## src/pkg/csb_pkg.sv

```systemverilog
package csb_pkg;
  // Register byte offsets on the plain register port.
  localparam logic [4:0]  OFS_CTRL_A   = 5'h00;
  localparam logic [4:0]  OFS_CTRL_B   = 5'h02;
  localparam logic [4:0]  OFS_STATUS   = 5'h06;
  localparam logic [4:0]  OFS_TX_SLOTS = 5'h08;
  localparam logic [4:0]  OFS_RX_SLOTS = 5'h0c;
  localparam logic [4:0]  OFS_RX_BASE  = 5'h10;
  localparam logic [4:0]  OFS_TX_BASE  = 5'h18;
  localparam int unsigned ADDR_W       = 5;
  localparam int unsigned DATA_W       = 16;
  localparam int unsigned WORDS        = 4;

  // Control word A bit positions.
  localparam int unsigned BIT_MODULE_ON  = 15;
  localparam int unsigned BIT_LOOPBACK   = 11;
  localparam int unsigned BIT_SAMPLE_EDG = 9;
  localparam int unsigned BIT_FRAME_SLV  = 8;
  localparam int unsigned BIT_UNF_REPEAT = 7;
  localparam int unsigned BIT_IDLE_HIZ   = 6;
  localparam int unsigned BIT_EARLY_JUST = 5;

  // Control word B field positions.
  localparam int unsigned BUF_LEN_LSB   = 10;
  localparam int unsigned FLEN_LSB      = 4;
  localparam int unsigned WORD_SIZE_LSB = 0;

  // Status word bit positions.
  localparam int unsigned SLOT_LSB     = 8;
  localparam int unsigned BIT_RX_OVF   = 3;
  localparam int unsigned BIT_RX_FULL  = 2;
  localparam int unsigned BIT_TX_UNF   = 1;
  localparam int unsigned BIT_TX_EMPTY = 0;

  // Reset values.
  localparam logic [15:0] CTRL_RST  = 16'h0000;
  localparam logic [15:0] SLOTS_RST = 16'h0000;
  localparam logic [15:0] BUF_RST   = 16'h0000;

  // Frame sequencer states.
  typedef enum logic [2:0] {
    FR_IDLE  = 3'b001,
    FR_ARMED = 3'b010,
    FR_RUN   = 3'b100
  } frame_e;
endpackage

```

## src/pkg/pin_if.sv

```systemverilog
`timescale 1ns/1ps
interface pin_if;
  logic sclk_rise;
  logic sclk_fall;
  logic fs_lvl;
  logic sdi_lvl;
  modport src (output sclk_rise, output sclk_fall, output fs_lvl, output sdi_lvl);
  modport dst (input sclk_rise, input sclk_fall, input fs_lvl, input sdi_lvl);
endinterface

```

## src/hdl/codec_slot_buffer_control.sv

```systemverilog
`timescale 1ns/1ps
module codec_slot_buffer_control (
  input  wire logic        clk_i,              // System clock, 25 MHz.
  input  wire logic        rst_b_i,            // Asynchronous reset, active low.
  input  wire logic        serial_bit_clock_i, // Bit clock from the codec.
  input  wire logic        frame_sync_i,       // Frame sync pin level.
  output logic             frame_sync_o,       // Frame sync driven as master.
  output logic             frame_sync_oe_o,    // High while frame sync is driven.
  input  wire logic        serial_in_i,        // Serial data from the codec.
  output logic             serial_out_o,       // Serial data to the codec.
  output logic             serial_out_oe_o,    // High while serial output is driven.
  input  wire logic [4:0]  reg_addr_i,         // Register byte address.
  input  wire logic [15:0] reg_wdata_i,        // Register write data.
  input  wire logic        reg_wr_i,           // Write strobe.
  input  wire logic        reg_rd_i,           // Read strobe.
  output logic [15:0]      reg_rdata_o,        // Read data in the cycle after the strobe.
  output logic             transfer_irq_o      // One-cycle pulse per shadow transfer.
);

  ////////////////////////////////////////////////////////////////////////////////////////////
  // Registers and fields.

  logic [15:0]     ctrl_a;
  logic [15:0]     ctrl_b;
  logic [15:0]     transmit_slot_enables;
  logic [15:0]     receive_slot_enables;
  logic [15:0]     tx_holding_word [4];
  logic [15:0]     rx_holding_word [4];
  logic [15:0]     tx_shadow [4];
  logic [15:0]     rx_shadow [4];
  logic            tx_written [4];
  logic            shadow_unf [4];
  logic            unf_loc [4];
  logic            unread_loc [4];
  logic            ovf_loc [4];
  logic [3:0]      unf_v;
  logic [3:0]      unread_v;
  logic [3:0]      ovf_v;
  logic            tx_empty_flag;
  logic [15:0]     status_word;

  wire             module_on        = ctrl_a[csb_pkg::BIT_MODULE_ON];
  wire             loopback_on      = ctrl_a[csb_pkg::BIT_LOOPBACK];
  wire             sample_edge_sel  = ctrl_a[csb_pkg::BIT_SAMPLE_EDG];
  wire             frame_dir_slave  = ctrl_a[csb_pkg::BIT_FRAME_SLV];
  wire             underflow_repeat = ctrl_a[csb_pkg::BIT_UNF_REPEAT];
  wire             idle_slot_hiz    = ctrl_a[csb_pkg::BIT_IDLE_HIZ];
  wire             early_justify    = ctrl_a[csb_pkg::BIT_EARLY_JUST];
  wire [1:0]       buffer_length    = ctrl_b[csb_pkg::BUF_LEN_LSB +: 2];
  wire [3:0]       frame_len        = ctrl_b[csb_pkg::FLEN_LSB +: 4];
  wire [3:0]       word_size        = ctrl_b[csb_pkg::WORD_SIZE_LSB +: 4];

  // Software writes to the control and slot enable words.
  always_ff @(posedge clk_i or negedge rst_b_i) begin
    if (!rst_b_i) begin
      ctrl_a                <= csb_pkg::CTRL_RST;
      ctrl_b                <= csb_pkg::CTRL_RST;
      transmit_slot_enables <= csb_pkg::SLOTS_RST;
      receive_slot_enables  <= csb_pkg::SLOTS_RST;
    end else if (reg_wr_i) begin
      case (reg_addr_i)
        csb_pkg::OFS_CTRL_A:   ctrl_a <= reg_wdata_i;
        csb_pkg::OFS_CTRL_B:   ctrl_b <= reg_wdata_i;
        csb_pkg::OFS_TX_SLOTS: transmit_slot_enables <= reg_wdata_i;
        csb_pkg::OFS_RX_SLOTS: receive_slot_enables <= reg_wdata_i;
        default: ;
      endcase
    end
  end

  ////////////////////////////////////////////////////////////////////////////////////////////
  // Pin synchronisers and bit clock edges.

  pin_if pins ();

  pin_sync u_pin_sync (
    .clk_i   (clk_i),
    .rst_b_i (rst_b_i),
    .sclk_i  (serial_bit_clock_i),
    .fs_i    (frame_sync_i),
    .sdi_i   (serial_in_i),
    .pins    (pins)
  );

  // Data changes on the edge opposite the sampling edge. Clearing the enable stops both.
  wire drive_tick  = module_on & (sample_edge_sel ? pins.sclk_fall : pins.sclk_rise);
  wire sample_tick = module_on & (sample_edge_sel ? pins.sclk_rise : pins.sclk_fall);

  // In loopback the pin is ignored and the registered output is read back.
  wire rx_bit      = loopback_on ? serial_out_o : pins.sdi_lvl;

  ////////////////////////////////////////////////////////////////////////////////////////////
  // Frame sequencer: bit counter, slot counter, start of frame.

  csb_pkg::frame_e state;
  logic [3:0]      bit_cnt;
  logic [3:0]      slot_cnt;
  logic [1:0]      ptr;

  wire        slot_last  = bit_cnt == word_size;
  wire        frame_last = slot_cnt == frame_len;
  wire        slot_end   = drive_tick & (state == csb_pkg::FR_RUN) & slot_last;

  // A slave listens for sync only between frames; a frame in flight runs to its end.
  wire        fs_hit      = frame_dir_slave & pins.fs_lvl & sample_tick &
                            (state != csb_pkg::FR_RUN);
  wire        start_early = fs_hit & early_justify;

  // The slot counter wraps at the frame length, so higher enables are never looked at.
  wire        new_slot  = drive_tick & ((state == csb_pkg::FR_ARMED) |
                          (~frame_dir_slave & (state == csb_pkg::FR_IDLE)) |
                          (slot_end & (~frame_last | ~frame_dir_slave)));
  wire [3:0]  next_slot = (slot_end & ~frame_last) ? 4'(slot_cnt + 4'h1) : 4'h0;
  wire [3:0]  next_bit  = new_slot ? 4'h0 : 4'(bit_cnt + 4'h1);
  wire [3:0]  next_pos  = new_slot ? next_slot : slot_cnt;
  wire        fs_lead   = (next_bit == word_size) & (next_pos == frame_len);

  wire        eff_run   = (state == csb_pkg::FR_RUN) | start_early;
  wire [3:0]  eff_bit   = start_early ? 4'h0 : bit_cnt;
  wire [3:0]  eff_slot  = start_early ? 4'h0 : slot_cnt;
  wire        rx_on     = receive_slot_enables[eff_slot];
  wire        tx_cur_on = transmit_slot_enables[slot_cnt];

  // State and counters; a slave frame ends after its last slot and waits for sync.
  always_ff @(posedge clk_i or negedge rst_b_i) begin
    if (!rst_b_i) begin
      state    <= csb_pkg::FR_IDLE;
      bit_cnt  <= 4'h0;
      slot_cnt <= 4'h0;
    end else if (!module_on) begin
      state    <= csb_pkg::FR_IDLE;
      bit_cnt  <= 4'h0;
      slot_cnt <= 4'h0;
    end else if (start_early) begin
      state    <= csb_pkg::FR_RUN;
      bit_cnt  <= 4'h0;
      slot_cnt <= 4'h0;
    end else if (fs_hit) begin
      state    <= csb_pkg::FR_ARMED;
    end else if (drive_tick) begin
      if (new_slot) begin
        state    <= csb_pkg::FR_RUN;
        bit_cnt  <= 4'h0;
        slot_cnt <= next_slot;
      end else if (slot_end) begin
        state    <= csb_pkg::FR_IDLE;
      end else if (state == csb_pkg::FR_RUN) begin
        bit_cnt  <= next_bit;
      end
    end
  end

  ////////////////////////////////////////////////////////////////////////////////////////////
  // Shared buffer pointer and shadow transfer.

  // One step per slot enabled in either direction; both directions share the pointer.
  wire        adv     = slot_end & (tx_cur_on | receive_slot_enables[slot_cnt]);
  wire        xfer    = adv & (ptr == buffer_length);
  wire [1:0]  ptr_new = xfer ? 2'h0 : 2'(ptr + {1'b0, adv});

  always_ff @(posedge clk_i or negedge rst_b_i) begin
    if (!rst_b_i) begin
      ptr <= 2'h0;
    end else if (!module_on) begin
      ptr <= 2'h0;
    end else begin
      ptr <= ptr_new;
    end
  end

  // The interrupt pulse follows the transfer by one cycle.
  always_ff @(posedge clk_i or negedge rst_b_i) begin
    if (!rst_b_i) begin
      transfer_irq_o <= 1'b0;
    end else begin
      transfer_irq_o <= xfer;
    end
  end

  ////////////////////////////////////////////////////////////////////////////////////////////
  // Transmit path.

  logic [15:0] tx_sr;
  logic        tx_active;

  // On a transfer the new slot's word comes straight from the holding word, since the
  // shadow only takes it at this same edge.
  wire         load_unf  = xfer ? ~tx_written[0] : shadow_unf[ptr_new];
  wire [15:0]  load_word = xfer ? tx_holding_word[0] : tx_shadow[ptr_new];

  // Shift out from the top bit, so only the top word_size+1 bits ever leave.
  always_ff @(posedge clk_i or negedge rst_b_i) begin
    if (!rst_b_i) begin
      tx_sr     <= 16'h0000;
      tx_active <= 1'b0;
    end else if (!module_on) begin
      tx_sr     <= 16'h0000;
      tx_active <= 1'b0;
    end else if (new_slot | start_early) begin
      tx_active <= transmit_slot_enables[next_slot];
      tx_sr     <= (load_unf & ~underflow_repeat) ? 16'h0000 : load_word;
    end else if (slot_end) begin
      tx_active <= 1'b0;
    end else if (drive_tick & (state == csb_pkg::FR_RUN)) begin
      tx_sr     <= {tx_sr[14:0], 1'b0};
    end
  end

  // Pin drivers; idle slots drive low or float as chosen.
  always_ff @(posedge clk_i or negedge rst_b_i) begin
    if (!rst_b_i) begin
      serial_out_o    <= 1'b0;
      serial_out_oe_o <= 1'b0;
    end else begin
      serial_out_o    <= tx_active & tx_sr[15];
      serial_out_oe_o <= module_on & (tx_active | ~idle_slot_hiz);
    end
  end

  // As master the sync leads the frame by one bit, or marks its first bit when early.
  always_ff @(posedge clk_i or negedge rst_b_i) begin
    if (!rst_b_i) begin
      frame_sync_o    <= 1'b0;
      frame_sync_oe_o <= 1'b0;
    end else begin
      frame_sync_oe_o <= module_on & ~frame_dir_slave;
      if (!module_on | frame_dir_slave) begin
        frame_sync_o <= 1'b0;
      end else if (drive_tick) begin
        frame_sync_o <= early_justify ? (new_slot & (next_slot == 4'h0)) : fs_lead;
      end
    end
  end

  ////////////////////////////////////////////////////////////////////////////////////////////
  // Receive path.

  logic [15:0] rx_sr;

  wire         rx_commit = sample_tick & eff_run & (eff_bit == word_size) & rx_on;
  wire [15:0]  rx_full_w = {rx_sr[14:0], rx_bit};
  wire [15:0]  rx_word   = rx_full_w << (4'hf - word_size);

  always_ff @(posedge clk_i or negedge rst_b_i) begin
    if (!rst_b_i) begin
      rx_sr <= 16'h0000;
    end else if (sample_tick & eff_run) begin
      rx_sr <= rx_full_w;
    end
  end

  ////////////////////////////////////////////////////////////////////////////////////////////
  // Per-location buffers and status tracking.

  wire any_tx_wr = reg_wr_i & ~reg_addr_i[0] &
                   (reg_addr_i[4:3] == csb_pkg::OFS_TX_BASE[4:3]);

  for (genvar i = 0; i < 4; i++) begin : g_loc
    localparam logic [1:0] IDX = 2'(i);
    wire in_use = IDX <= buffer_length;
    wire take   = xfer & in_use;
    wire wr_me  = reg_wr_i & (reg_addr_i == 5'(csb_pkg::OFS_TX_BASE + 5'(2 * i)));
    wire rd_me  = reg_rd_i & (reg_addr_i == 5'(csb_pkg::OFS_RX_BASE + 5'(2 * i)));

    // Transmit side; a write in the transfer cycle still counts as a refill afterwards.
    always_ff @(posedge clk_i or negedge rst_b_i) begin
      if (!rst_b_i) begin
        tx_holding_word[i] <= csb_pkg::BUF_RST;
        tx_shadow[i]       <= csb_pkg::BUF_RST;
        shadow_unf[i]      <= 1'b0;
        tx_written[i]      <= 1'b0;
        unf_loc[i]         <= 1'b0;
      end else begin
        if (wr_me) begin
          tx_holding_word[i] <= reg_wdata_i;
        end
        if (take) begin
          tx_shadow[i]  <= tx_holding_word[i];
          shadow_unf[i] <= ~tx_written[i];
        end
        if (wr_me) begin
          tx_written[i] <= 1'b1;
        end else if (take) begin
          tx_written[i] <= 1'b0;
        end
        if (take & ~tx_written[i]) begin
          unf_loc[i] <= 1'b1;
        end else if (wr_me) begin
          unf_loc[i] <= 1'b0;
        end
      end
    end

    // Receive side; new data overwrites an unread word and marks the overflow.
    always_ff @(posedge clk_i or negedge rst_b_i) begin
      if (!rst_b_i) begin
        rx_shadow[i]       <= csb_pkg::BUF_RST;
        rx_holding_word[i] <= csb_pkg::BUF_RST;
        unread_loc[i]      <= 1'b0;
        ovf_loc[i]         <= 1'b0;
      end else begin
        if (rx_commit & (ptr == IDX)) begin
          rx_shadow[i] <= rx_word;
        end
        if (take) begin
          rx_holding_word[i] <= rx_shadow[i];
          unread_loc[i]      <= 1'b1;
        end else if (rd_me) begin
          unread_loc[i]      <= 1'b0;
        end
        if (take & unread_loc[i]) begin
          ovf_loc[i] <= 1'b1;
        end else if (rd_me) begin
          ovf_loc[i] <= 1'b0;
        end
      end
    end

    // Locations beyond the buffer length are masked out of the underflow, full and overflow flags.
    assign unf_v[i]    = unf_loc[i] & in_use;
    assign unread_v[i] = unread_loc[i] & in_use;
    assign ovf_v[i]    = ovf_loc[i] & in_use;
  end

  // Transmit-empty; a transfer beats a write in the same cycle.
  always_ff @(posedge clk_i or negedge rst_b_i) begin
    if (!rst_b_i) begin
      tx_empty_flag <= 1'b0;
    end else if (xfer) begin
      tx_empty_flag <= 1'b1;
    end else if (any_tx_wr) begin
      tx_empty_flag <= 1'b0;
    end
  end

  // Status word as software sees it.
  always_comb begin
    status_word                             = 16'h0000;
    status_word[csb_pkg::SLOT_LSB +: 4]     = slot_cnt;
    status_word[csb_pkg::BIT_RX_OVF]        = |ovf_v;
    status_word[csb_pkg::BIT_RX_FULL]       = |unread_v;
    status_word[csb_pkg::BIT_TX_UNF]        = |unf_v;
    status_word[csb_pkg::BIT_TX_EMPTY]      = tx_empty_flag;
  end

  // Read data stand for exactly one cycle; unmapped addresses read zero.
  always_ff @(posedge clk_i or negedge rst_b_i) begin
    if (!rst_b_i) begin
      reg_rdata_o <= 16'h0000;
    end else if (!reg_rd_i) begin
      reg_rdata_o <= 16'h0000;
    end else if (reg_addr_i[4] & ~reg_addr_i[0]) begin
      reg_rdata_o <= reg_addr_i[3] ? tx_holding_word[reg_addr_i[2:1]]
                                   : rx_holding_word[reg_addr_i[2:1]];
    end else begin
      case (reg_addr_i)
        csb_pkg::OFS_CTRL_A:   reg_rdata_o <= ctrl_a;
        csb_pkg::OFS_CTRL_B:   reg_rdata_o <= ctrl_b;
        csb_pkg::OFS_STATUS:   reg_rdata_o <= status_word;
        csb_pkg::OFS_TX_SLOTS: reg_rdata_o <= transmit_slot_enables;
        csb_pkg::OFS_RX_SLOTS: reg_rdata_o <= receive_slot_enables;
        default:               reg_rdata_o <= 16'h0000;
      endcase
    end
  end

  wire idle_drive = module_on & ~idle_slot_hiz;
endmodule

```

## src/hdl/pin_sync.sv

```systemverilog
`timescale 1ns/1ps
module pin_sync (
  input  wire logic clk_i,   // System clock.
  input  wire logic rst_b_i, // Asynchronous reset, active low.
  input  wire logic sclk_i,  // Bit clock pin.
  input  wire logic fs_i,    // Frame sync pin.
  input  wire logic sdi_i,   // Serial data pin.
  pin_if.src        pins     // Synchronised levels and bit clock edges.
);
  logic [2:0] meta;
  logic [2:0] stable;
  logic       sclk_q;

  // Two stages per pin; only the second stage is looked at further on.
  always_ff @(posedge clk_i or negedge rst_b_i) begin
    if (!rst_b_i) begin
      meta   <= 3'h0;
      stable <= 3'h0;
    end else begin
      meta   <= {sclk_i, fs_i, sdi_i};
      stable <= meta;
    end
  end

  // One extra stage of the bit clock gives its edges.
  always_ff @(posedge clk_i or negedge rst_b_i) begin
    if (!rst_b_i) begin
      sclk_q <= 1'b0;
    end else begin
      sclk_q <= stable[2];
    end
  end

  // Edge pulses last one system clock cycle.
  assign pins.sclk_rise = stable[2] & ~sclk_q;
  assign pins.sclk_fall = ~stable[2] & sclk_q;
  assign pins.fs_lvl    = stable[1];
  assign pins.sdi_lvl   = stable[0];
endmodule

```

## config.mk

```make
export PLATFORM = sky130hd
export DESIGN_NAME = codec_slot_buffer_control
export DESIGN_NICKNAME = d
export VERILOG_FILES = /design/src/pkg/csb_pkg.sv /design/src/pkg/pin_if.sv /design/src/hdl/codec_slot_buffer_control.sv /design/src/hdl/pin_sync.sv
export SDC_FILE = /design/constraint.sdc
export NUM_CORES = 1
export LEC_CHECK = 0
export BUFFER_PORTS_ARGS = -buffer_cell sky130_fd_sc_hd__buf_4
export CAP_MARGIN = 20
export CORE_UTILIZATION = 40
export DETAILED_ROUTE_END_ITERATION = 10
export SLEW_MARGIN = 10
export SYNTH_ARGS = -nofsm -noshare
export SYNTH_HDL_FRONTEND = slang
export SYNTH_SLANG_ARGS = --single-unit
```

## constraint.sdc

```tcl
create_clock -name clk_i -period 4.5 [get_ports clk_i]
set_clock_uncertainty 0.1 [all_clocks]
set_input_delay 0.45 -clock clk_i [delete_from_list [all_inputs] [get_ports clk_i]]
set_output_delay 0.45 -clock clk_i [all_outputs]
set_load 0.005 [all_outputs]
```

; After elaboration in Yosys (flattened, before gate mapping)
; Index checks and enable logic that the tools add are counted.
[totals]
ff_bits = 414
in_bits = 28
output_inout_bits = 21
wordCells = 318
[op_classes]
n_addsub = 4
n_lt_le_gt_ge = 9
n_eq_ne = 35
shift = 1
n_mux = 94
bitwise = 85
reduce_logical = 33
[ops]
columns = op, n
row1 = two-way mux 16 bit, 15
row2 = binary-select mux 16 bit (select 2 bit), 3
row3 = case mux 16 bit (5 select lines), 1
row4 = AND 1 bit, 64
row5 = two-way mux 4 bit, 16
row6 = two-way mux 1 bit, 46
row7 = == test 5 bit (second input constant), 8
row8 = nonzero test 2 bit, 18
row9 = == test 4 bit, 5
row10 = two-way mux 3 bit, 6
row11 = binary-select mux 1 bit (select 4 bit), 4
row12 = << shifter 16 x 4 -> 16 bit, 1
row13 = < comparator 4 x 5 -> 1 bit (second input constant), 3
row14 = AND reduction 2 bit, 7
row15 = OR reduction 4 bit, 3
row16 = inverter 1 bit, 11
row17 = == test 5 x 4 -> 1 bit (second input constant), 2
row18 = != test 3 x 1 -> 1 bit (second input constant), 3
row19 = adder 4 x 1 -> 4 bit (second input constant), 2
row20 = != test 4 x 1 -> 1 bit (second input constant), 2
row21 = OR 1 bit, 8
row22 = == test 2 bit (second input constant), 3
row23 = greater-or-equal comparator 3 bit (second input constant), 2
row24 = != test 3 x 2 -> 1 bit (second input constant), 2
row25 = 22 further kinds, 26

; Depth between registers and ports, before layout
; Gate-level depths: netlist of the first run.
[logic_depth]
depth_word = 18
depth_mapped = 14
ltp_nobuf = 11

; By module
; A second synthesis of the first run with hierarchy kept.
[hier_totals]
hier_cells = 1580
area_unflattened_um2 = 19010.7
[modules_own_cells]
columns = module, instances, cells_per_inst, area_each_um2, seq_area_each_um2
row1 = codec_slot_buffer_control, 1, 1571, 18820.6, 10186.0
row2 = pin_sync, 1, 9, 190.2, 175.2

; Least setup slack after synthesis of the first run
; Ideal clock, no wire load.
[synth_timing]
path_type = register to register
startpoint = register slot_cnt[0]
endpoint = register tx_sr[11]
setup_time_ns = 0.126
arrival_time_ns = 3.827
t_required_ns = 4.274
setup_slack_ns = 0.447
path_stages_with_launch = 14
n_path_buf = 4
period_less_slack_ns = 4.053
path_cell_list = dfrtp_1 > buf_4 > or3_1 > a21oi_1 > o32ai_1 > or4_1 > buf_2 > nor2b_1 > ha_1 > buf_1 > clkbuf_1 > mux4_2 > mux2i_1 > o22ai_1
[synth_via]
elab_chain_cells = 15
elab_cells_between_ends = 32
cone_classes = add/sub: 1 / eq/ne: 3 / mux: 16 / bitwise: 11 / reduce/logical: 1
[synth_rtl]
columns = item, line
row1 = from (decl), codec_slot_buffer_control.sv:97  ; logic [3:0] slot_cnt;
row2 = from (signal assigned), codec_slot_buffer_control.sv:144  ; slot_cnt <= next_slot;
row3 = "binary-select mux 1 bit (select 4 bit), on equally long branches", "codec_slot_buffer_control.sv:122, codec_slot_buffer_control.sv:157"
row4 = "two-way mux 1 bit, on equally long branches", "codec_slot_buffer_control.sv:122, codec_slot_buffer_control.sv:157"
row5 = OR 1 bit, codec_slot_buffer_control.sv:157  ; wire adv = slot_end & (tx_cur_on | receive_slot_enables[slot_cnt]);
row6 = AND 1 bit, codec_slot_buffer_control.sv:157
row7 = adder 2 x 1 -> 2 bit / AND 1 bit (equally long branches), "codec_slot_buffer_control.sv:159, codec_slot_buffer_control.sv:158"
row8 = two-way mux 2 bit, codec_slot_buffer_control.sv:159  ; wire [1:0] ptr_new = xfer ? 2'h0 : 2'(ptr + {1'b0, adv});
row9 = inverter 2 -> 3 bit (implied by the code), "codec_slot_buffer_control.sv:188, codec_slot_buffer_control.sv:189"
row10 = binary-select mux 1 bit (select 2 bit), codec_slot_buffer_control.sv:188  ; wire load_unf = xfer ? ~tx_written[0] : shadow_unf[ptr_new];
row11 = two-way mux 1 bit (implied by the code) (2 in series), codec_slot_buffer_control.sv:188
row12 = two-way mux 1 bit, codec_slot_buffer_control.sv:188
row13 = AND 1 bit, codec_slot_buffer_control.sv:201  ; tx_sr <= (load_unf & ~underflow_repeat) ? 16'h0000 : load_word;
row14 = two-way mux 16 bit, codec_slot_buffer_control.sv:201
row15 = two-way mux 16 bit, codec_slot_buffer_control.sv:199  ; end else if (new_slot | start_early) begin
row16 = two-way mux 16 bit, codec_slot_buffer_control.sv:196  ; end else if (!module_on) begin
row17 = to (signal assigned), codec_slot_buffer_control.sv:201
row18 = to (signal assigned), codec_slot_buffer_control.sv:205  ; tx_sr <= {tx_sr[14:0], 1'b0};
row19 = to (decl), codec_slot_buffer_control.sv:183  ; logic [15:0] tx_sr;
; Parallel ways exist; a longest one is shown, timed or not. The select of a mux whose other input is x is not followed.
; A chain may end at the register's enable or synchronous reset.

; Worst setup path in the final report of the first run
[layout_timing]
startpoint = register slot_cnt[1]
endpoint = register tx_sr[4]
; The elaborated chain is that of the path after synthesis.

==> qor.txt, run 1 <==
clk buf depth - 3
Final HPWL DP - 35.3 mm
Data arrival, critical path - 4.37 ns
Sink Count - 414
post-synth top area share - 53.1%
slew at the pin closest to its max-slew limit - 1.02 ns
largest area contributor in the netlist - dfrtp_1
RSZ-0062 raised after global routing - no
Post-Syn Nets - 1604
full die area - 49500 um2
post-route ant nets - 0
Worst Path Max Fanout - 20
CP endpoint kind - flip-flop
CTS tree - done
input/output buffers - 48
Min Hold Slack - 0.0937 ns
Critical Path Max Stage Delay - 0.72 ns
WL final - 53.7 mm
reg2reg setup slack - 0.45 ns
max cap viols - 0
hold worst-path end - receive_slot_enables[13]
drt drc - 0
Synth Area per Inst - 12.4 um2
vias per cell - 5.79
gr usage total - 22.0%
Crit path top cell by count - or4_1
Iteration-0 DRC Markers - 1331
met2 Use GR - 34.9%
initial antenna violation count - 2
routability cong. - 0.906
crit-path cells - nor4bb_1 > or4_1 > o32ai_1 > or4_1 > nor2b_1 > ha_1 > mux4_2 > nand2b_1 > o211ai_2 > o22ai_1
r2r endpoint - tx_sr[4]
synthesized netlist cell count - 1573
buffer count from post-CTS setup fixing - 0
Reg clk slew, reported paths - 0.06 ns
met1 Use GR - 30.7%
outcome - complete, no violations
share of cells above drive strength 1 - 29.9%
Fmax achieved - 247 MHz
core area - 47800 um2
GR met3 Demand/Resource - 4.31%
CTS H-tree depth - 2
Synth Flop Type - dfrtp_1
pwr dens - 424 nW/um2
first-pass GRT wire length - 82.8 mm
antenna cells - 0
Final Max Slew Viols - 0
Most Crowded Layer GR - met2
post-synthesis async set-or-reset flop share - 100%
EDFF count, synth - 0
I/O pins - 49
Hold/Removal Path Class - input pin to flip-flop
Max IR drop VDD - 0.000226 V
DRT Pass-1 Iters - 6
global route overflow - 0
row cnt - 80
Root Buffer - clkbuf_16
post-synthesis sequential element count - 414
final critical path time including I/O delays and setup - 4.05 ns
clock latency on the worst-skew pair - 0.59 ns
Setup CP Type - flip-flop to flip-flop
die height - 223 um
fin crit share - 90.0%
pin count of the biggest net entering global routing - 107
Initial Util - 40.7%
final setup fails - 0
number of global-route vias before repair - 13000
post-synth cell types - 85
Pleak - 10.1 nW
hold path start - reg_wdata_i[13]
Area Overhead vs Synth - 13.0%
worst r2r src - slot_cnt[1]
Die Wd - 223 um
hold path cells - 2
Netlist Area Pre-Place - 19500 um2
Crit-path slowest cell - dfrtp_1
Worst slew margin - 31.9%
mean routed wirelength per cell - 23.7 um
setup_tns - 0 ns
Yosys warnings - 0
Vias - 13100
post-synthesis sequential area ratio - 53.2%
Final Util - 46.0%
top cells by area, synth - dfrtp_1 (53%), mux2_2 (12%), mux4_2 (6.5%)
Reg2Reg Depth - 10
CP required - 4.82 ns
Fillers - 4314
Fin. Hold Viols - 0
CTS Buf Count - 46
startpoint types - flip-flop
NumNets Final - 1643
stage by stage:
stage | worst slack [ns] | area (um2) | cells | power [mW]
final | 0.449 | 22000 | 2262 | 9.33
after global routing | 0.151 | 22000 | 2262 | 9.72
after CTS | 0.482 | 22000 | 2262 | 9.41
after detailed placement | 0.501 | 20500 | 2175 | 5.69
after global placement | 0.501 | 20500 | 2174 | 5.68
after floorplan | 0.447 | 19500 | 1573 | 5.16
layer usage:
layer	part of all wire, %	up-vias
li1	-	5799
met1	45	6868
met2	47	349
met3	5.9	78
met4	2.4	0
met5	0	-
where the power goes:
| part | internal (mW) | total (mW) | switching (mW) |
|---|---|---|---|
| sequential | 4.06 | 4.41 | 0.346 |
| clock | 2.12 | 3.69 | 1.57 |
| combinational | 0.549 | 1.24 | 0.688 |
| total | 6.73 | 9.33 | 2.60 |
how the worst max path moves through the flow:
| stage | endpoint | depth (start not counted) | start |
|---|---|---|---|
| after global placement | tx_sr[0] | 10 | slot_cnt[1] |
| final | tx_sr[4] | 10 | slot_cnt[1] |
| after global routing | tx_sr[0] | 10 | slot_cnt[1] |
| after CTS | tx_sr[4] | 10 | slot_cnt[1] |
| after detailed placement | tx_sr[0] | 10 | slot_cnt[1] |
| after floorplan | tx_sr[11] | 13 | slot_cnt[0] |
layout make-up:
type | instances | area [um2] | area share [%]
Sequential cell | 414 | 10400 | 47.1
Multi-Input combinational cell | 1040 | 8550 | 38.9
Inverter | 17 | 63.8 | 0.290
Clock inverter | 20 | 171 | 0.780
Timing Repair Buffer | 93 | 786 | 3.57
Tap cell | 615 | 769 | 3.50
Clock buffer | 63 | 1280 | 5.84
critical path: cells and delay by family, from the launching register on:
family / cells / cell delay, ns
mux: 1 / 0.33
flops: 1 / 0.72
fa+ha+maj: 1 / 0.32
simple gates: 5 / 1.47
compound gates: 3 / 0.92
kinds of logic (layout without fill, tap and decap cells):
kind of cell / count (synthesis) / count (layout) / share of synthesized area [%]
AOI/OAI and AO/OA: 254 / 254 / 8.76
buffers and inverters: 119 / 193 / 3.04
muxes: 358 / 358 / 24.2
adders and majority gates: 3 / 3 / 0.193
and+or+nand+nor: 409 / 409 / 9.82
xor gates and xnor gates: 16 / 16 / 0.720
DFF: 414 / 414 / 53.2
cell usage after synthesis (8+ instances only):
master     count
a21oi_1       30
a222oi_1      11
a22oi_1       16
and2_1        18
buf_1         16
buf_2         21
buf_6          9
clkbuf_1      49
dfrtp_1      413
inv_1         16
mux2_2       204
mux2_4        34
mux2i_1       58
mux4_2        56
nand2_1      244
nand2b_1      14
nand3_1       14
nor2_1        39
nor2b_1        9
nor3_1        15
o2111ai_1      8
o211ai_1      18
o21ai_0       87
o21ai_1       11
o22ai_1       18
xnor2_1       14
sequential cells by signal (all words and copies together) (netlist names), 15 cells and up:
name / count
ctrl_b: 16
tx_shadow: 64
tx_sr: 16
tx_holding_word: 64
reg_rdata_o: 16
transmit_slot_enables: 16
ctrl_a: 16
rx_holding_word: 64
rx_shadow: 64
rx_sr: 15
receive_slot_enables: 16
timing repair:
item | in CTS | in global routing
gates resized for setup | 0 | 0
hold endpoints to repair | 87 | 0
hold buffers | 4 | 0
endpoints found under the setup margin | 0 | 0
placed cells by master, fill, tap and decap left out, types with 13 or more instances in the layout:
cell	n
buf_4	83
inv_1	16
nand2b_1	13
nor2_1	38
xnor2_1	14
nand2_1	244
dfrtp_1	413
nor3_1	13
mux2_4	34
o21ai_0	87
and2_1	18
mux4_2	56
mux2_2	204
a22oi_1	16
clkinv_2	14
mux2i_1	58
a21oi_1	30
nand3_1	14
o211ai_1	18
clkbuf_16	46
o22ai_1	18
(Power assumes the default switching activity.)
==> run 2, diff against run 1 <==
==> constraint.sdc (replaced) <==
create_clock -name clk_i -period 3.4 [get_ports clk_i]
set_clock_uncertainty 0.1 [all_clocks]
set_input_delay 0.34 -clock clk_i [delete_from_list [all_inputs] [get_ports clk_i]]
set_output_delay 0.34 -clock clk_i [all_outputs]
set_load 0.005 [all_outputs]
==> qor.txt, run 2 (synthesis gave the netlist of run 1 again) <==
Worst Path Max Fanout - 8
vias per cell - 5.71
hold path start - reg_wdata_i[8]
r2r endpoint - tx_sr[1]
Fillers - 4307
Root Buffer - clkbuf_16
Crit path top cell by count - buf_4
CTS H-tree depth - 2
initial antenna violation count - 1
global route overflow - 0
Sink Count - 414
DRT Pass-1 Iters - 7
max cap viols - 0
antenna cells - 0
post-route ant nets - 0
Area Overhead vs Synth - 17.0%
RSZ-0062 raised after global routing - yes
CTS Buf Count - 46
pwr dens - 553 nW/um2
core area - 47800 um2
Vias - 13300
reg2reg setup slack - 0.04 ns
Final HPWL DP - 37.7 mm
fin crit share - 98.9%
Critical Path Max Stage Delay - 0.52 ns
number of global-route vias before repair - 13600
Crit-path slowest cell - mux4_2
Fmax achieved - 297 MHz
clk buf depth - 3
Worst slew margin - 43.6%
setup_tns - 0 ns
Reg2Reg Depth - 12
full die area - 49500 um2
Fin. Hold Viols - 0
Reg clk slew, reported paths - 0.06 ns
I/O pins - 49
row cnt - 80
slew at the pin closest to its max-slew limit - 0.845 ns
hold path cells - 2
first-pass GRT wire length - 85.3 mm
share of cells above drive strength 1 - 32.8%
Min Hold Slack - 0.0288 ns
startpoint types - flip-flop
die height - 223 um
Die Wd - 223 um
WL final - 55.2 mm
worst r2r src - slot_cnt[1]
Pleak - 10.6 nW
mean routed wirelength per cell - 23.7 um
final setup fails - 0
Reg area - 10400 um2
outcome - complete, no violations
Initial Util - 40.7%
crit-path cells - buf_4 > buf_4 > nor3_1 > o32ai_2 > or4_4 > nor2b_4 > ha_4 > mux4_2 > nand2b_4 > o211ai_4 > clkbuf_16 > o22ai_1
routability cong. - 0.928
multi-input logic area - 8640 um2
Iteration-0 DRC Markers - 991
drt drc - 0
final critical path time including I/O delays and setup - 3.36 ns
most common cell after layout, fill and taps aside - dfrtp_1
Hold/Removal Path Class - input pin to flip-flop
NumNets Final - 1708
clock latency on the worst-skew pair - 0.60 ns
Data arrival, critical path - 3.76 ns
gr usage total - 22.6%
CP endpoint kind - flip-flop
Final Max Slew Viols - 0
most frequent cells in the layout - dfrtp_1 (411), nand2_1 (244), mux2_2 (204)
input/output buffers - 48
hold worst-path end - ctrl_b[8]
pin count of the biggest net entering global routing - 85
Setup CP Type - flip-flop to flip-flop
CTS tree - done
CP required - 3.80 ns
Max IR drop VDD - 0.000325 V
run 2: changes by cell type in the layout (fill, tap and decap cells not counted), moves of 2 or more:
cell           before  now
buf_4              83  128
dfrtp_1           413  411
or4_1               6    4
nor4b_2             0    2
clkinv_2           14    6
nor4b_1             4    2
dlygate4sd3_1       4   12
or4_4               0    2
buf_12              4   15
dfrtp_2             0    2
clkbuf_8            7   11
run 2: what timing repair did:
| item | in CTS | in global routing |
|---|---|---|
| resized for setup | 2 | 18 |
| hold endpoints to repair | 118 | 0 |
| hold buffers | 12 | 0 |
| cloned | 0 | 1 |
| setup buffers | 0 | 8 |
| pin swaps | 0 | 2 |
| endpoints found under the setup margin | 16 | 16 |
run 2: where the power goes:
group / switching (mW) / internal [mW] / total [mW]
combinational: 0.972 / 0.809 / 1.78
clock: 2.05 / 2.95 / 5.01
sequential: 0.436 / 5.38 / 5.81
total: 3.46 / 9.14 / 12.6
run 2: metrics by stage:
| stage | utilization, % | total power [mW] | setup slack [ns] | area [um2] | std cells |
|---|---|---|---|---|---|
| 2_1_floorplan | - | 6.84 | 0.0178 | 19500 | 1573 |
| 3_3_place_gp | 43.9 | 7.59 | 0.0400 | 21000 | 2223 |
| 3_5_place_dp | 43.9 | 7.62 | -0.0225 | 21000 | 2223 |
| 4_1_cts | 47.3 | 12.7 | 0.0161 | 22600 | 2315 |
| 5_1_grt | 47.6 | 13.1 | -0.0381 | 22800 | 2324 |
| 6_report | 47.6 | 12.6 | 0.0380 | 22800 | 2324 |
run 2: worst max path at each step:
stage                     start  endpoint  slack, ns  cells past startpoint
floorplan           slot_cnt[1]  tx_sr[5]       0.02                     14
global placement    slot_cnt[1]  tx_sr[1]       0.04                     11
detailed placement  slot_cnt[1]  tx_sr[4]      -0.02                     11
CTS                 slot_cnt[0]  tx_sr[0]       0.02                     12
global route        slot_cnt[1]  tx_sr[9]      -0.04                     12
finish              slot_cnt[1]  tx_sr[1]       0.04                     12
run 2: final cells by class:
| class | count | share of cell area, % |
|---|---|---|
| inverter | 17 | 0.280 |
| tap | 615 | 3.38 |
| clock inverter | 13 | 0.714 |
| timing repair buffer | 158 | 6.29 |
| sequential | 414 | 45.5 |
| multi-input combinational | 1040 | 38.0 |
| clock buffer | 67 | 5.88 |
run 2: metal layers:
| metal | GRT usage [%] | share of wire [%] |
|---|---|---|
| met5 | 0 | 0 |
| met4 | 7.74 | 3.2 |
| met3 | 3.60 | 5.2 |
| met2 | 36.2 | 47 |
| met1 | 31.4 | 45 |
run 2: worst max-delay path, delay by kind of cell, from the launching register on:
kind,cells,cell delay (ns)
buf+inv,3,0.51
compound gates,3,0.38
mux,1,0.52
flops,1,0.44
fa+ha+maj,1,0.30
simple gates,4,1.01
==> run 3, diff against run 2 <==
--- a/config.mk
+++ b/config.mk
@@ -5,10 +5,13 @@
 export SDC_FILE = /design/constraint.sdc
 export NUM_CORES = 1
 export LEC_CHECK = 0
-export BUFFER_PORTS_ARGS = -buffer_cell sky130_fd_sc_hd__buf_4
 export CAP_MARGIN = 20
+export CELL_PAD_IN_SITES_DETAIL_PLACEMENT = 0
+export CELL_PAD_IN_SITES_GLOBAL_PLACEMENT = 1
 export CORE_UTILIZATION = 40
 export DETAILED_ROUTE_END_ITERATION = 10
+export DONT_BUFFER_PORTS = 1
+export PLACE_DENSITY_LB_ADDON = 0.1
 export SLEW_MARGIN = 10
 export SYNTH_ARGS = -nofsm -noshare
 export SYNTH_HDL_FRONTEND = slang
==> qor.txt, run 3 (synthesis gave the netlist of run 1 again) <==
crit-path cells - buf_6 > o2111a_1 > a31oi_1 > o2111ai_2 > or4_4 > nor2b_4 > ha_4 > mux4_2 > nand2b_4 > o211ai_4 > clkbuf_16 > o22ai_1
initial antenna violation count - 4
Critical Path Max Stage Delay - 0.57 ns
Reg clk slew, reported paths - 0.06 ns
drt drc - 0
I/O pins - 49
Worst slew margin - 3.30%
DRT Pass-1 Iters - 5
core area - 47800 um2
GR met3 Demand/Resource - 4.58%
gr usage total - 23.9%
Initial Util - 40.7%
fin cells - 2281
vias per cell - 5.68
Min Hold Slack - -0.671 ns
CTS H-tree depth - 2
pre-CTS setup slack - -0.0226 ns
pwr dens - 560 nW/um2
clk buf depth - 3
CTS Buf Count - 47
NumNets Final - 1662
pin count of the biggest net entering global routing - 415
post-route ant nets - 0
Iteration-0 DRC Markers - 1025
final setup fails - 0
final critical path time including I/O delays and setup - 3.36 ns
WL final - 57.5 mm
startpoint types - flip-flop
share of cells above drive strength 1 - 30.8%
met1 Use GR - 34.2%
Crit-path slowest cell - or4_4
Root Buffer - clkbuf_16
most frequent cells in the layout - dfrtp_1 (410), nand2_1 (244), mux2_2 (204)
CTS Hold Buffers Added - 25
mean routed wirelength per cell - 25.2 um
Vias - 13000
routability cong. - 0.904
post-route setup slack - 0.0437 ns
Most Crowded Layer GR - met2
number of global-route vias before repair - 13200
overall power - 12.6 mW
RSZ-0062 raised after global routing - yes
slew at the pin closest to its max-slew limit - 1.45 ns
most common cell after layout, fill and taps aside - dfrtp_1
global route overflow - 0
full die area - 49500 um2
design area - 22600 um2
input/output buffers - 0
CTS tree - done
row cnt - 80
Die Wd - 223 um
Fmax achieved - 298 MHz
die height - 223 um
clock latency on the worst-skew pair - 0.60 ns
first-pass GRT wire length - 87.8 mm
max cap viols - 0
Setup CP Type - flip-flop to flip-flop
failing checks - hold timing
Area Overhead vs Synth - 16.0%
CP endpoint kind - flip-flop
Hold/Removal Path Class - input pin to async pin
Fillers - 4392
Data arrival, critical path - 3.75 ns
Fin. Hold Viols - 414
Worst Path Max Fanout - 8
fin crit share - 98.7%
CP required - 3.80 ns
Final HPWL DP - 37.8 mm
Final Max Slew Viols - 0
Pleak - 10.3 nW
met2 Use GR - 36.8%
outcome - complete, but fails checks
Sink Count - 414
Max IR drop VDD - 0.000401 V
Reg2Reg Depth - 12
Area after DPL - 20600 um2
dpl cells - 2169
==> run 3: cell count changes in the layout (fill, tap and decap cells not counted), moves of 3 or more <==
cell | previous run | this run
clkbuf_8 | 11 | 14
buf_4 | 128 | 69
dlygate4sd3_1 | 12 | 25
o22ai_1 | 17 | 8
o22ai_2 | 1 | 10
==> run 3: final cells by class <==
type | count | area, um2 | share of cell area (%)
flip-flops and latches | 414 | 10400 | 45.9
multi-input cells | 1040 | 8700 | 38.6
clock buffers | 72 | 1430 | 6.34
repair buffers | 111 | 1090 | 4.82
well taps | 615 | 769 | 3.41
clock inverters | 10 | 144 | 0.638
inverters | 17 | 63.8 | 0.283
diodes | 2 | 5.00 | 0.0222
==> run 3: worst max-delay path: cells and delay by family (launching register included) <==
family / cells / cell delay, ns
buf+inv: 2 / 0.34
fa+ha+maj: 1 / 0.32
mux: 1 / 0.53
simple gates: 3 / 0.83
compound gates: 5 / 0.67
flops: 1 / 0.44
==> run 3: worst paths after layout <==
| path | startpoint | end | slack (ns) |
|---|---|---|---|
| setup / recovery | slot_cnt[1] | tx_sr[12] | 0.04 |
| hold / removal | rst_b_i | reg_rdata_o[12] | -0.67 |
| setup reg to reg | slot_cnt[1] | tx_sr[12] | 0.04 |
| hold reg to reg | u_pin_sync.meta[0] | u_pin_sync.stable[0] | 0.25 |
| max in group asynchronous | rst_b_i | tx_holding_word[48] | 2.67 |
| min in group clk_i | reg_addr_i[2] | unread_loc[0] | 0.04 |
==> run 3: repair_timing <==
action	4_1_cts	5_1_grt
endpoints found under the hold margin	570	414
endpoints found under the setup margin	16	16
gates cloned	0	1
setup buffers	1	1
resized for setup	3	27
pin swaps	1	7
==> run 3: layer usage <==
metal | vias up | routed length, um
met2 | 305 | 26500
met1 | 6734 | 26600
met3 | 72 | 2990
li1 | 5841 | -
met5 | - | 0
met4 | 0 | 1420
==> run 3: power by group <==
part	leakage (nW)	internal [mW]	switching, mW
registers	5.55	5.38	0.439
logic	4.01	0.797	0.849
clock network	0.778	3.11	2.07
total	10.3	9.29	3.36
==> run 3: stage by stage <==
stage	TNS, ns	util [%]
after floorplan	0	-
after global placement	0	43.0
after detailed placement	-0.0481	43.0
after CTS	0	46.8
after global routing	-0.542	47.2
final	0	47.2
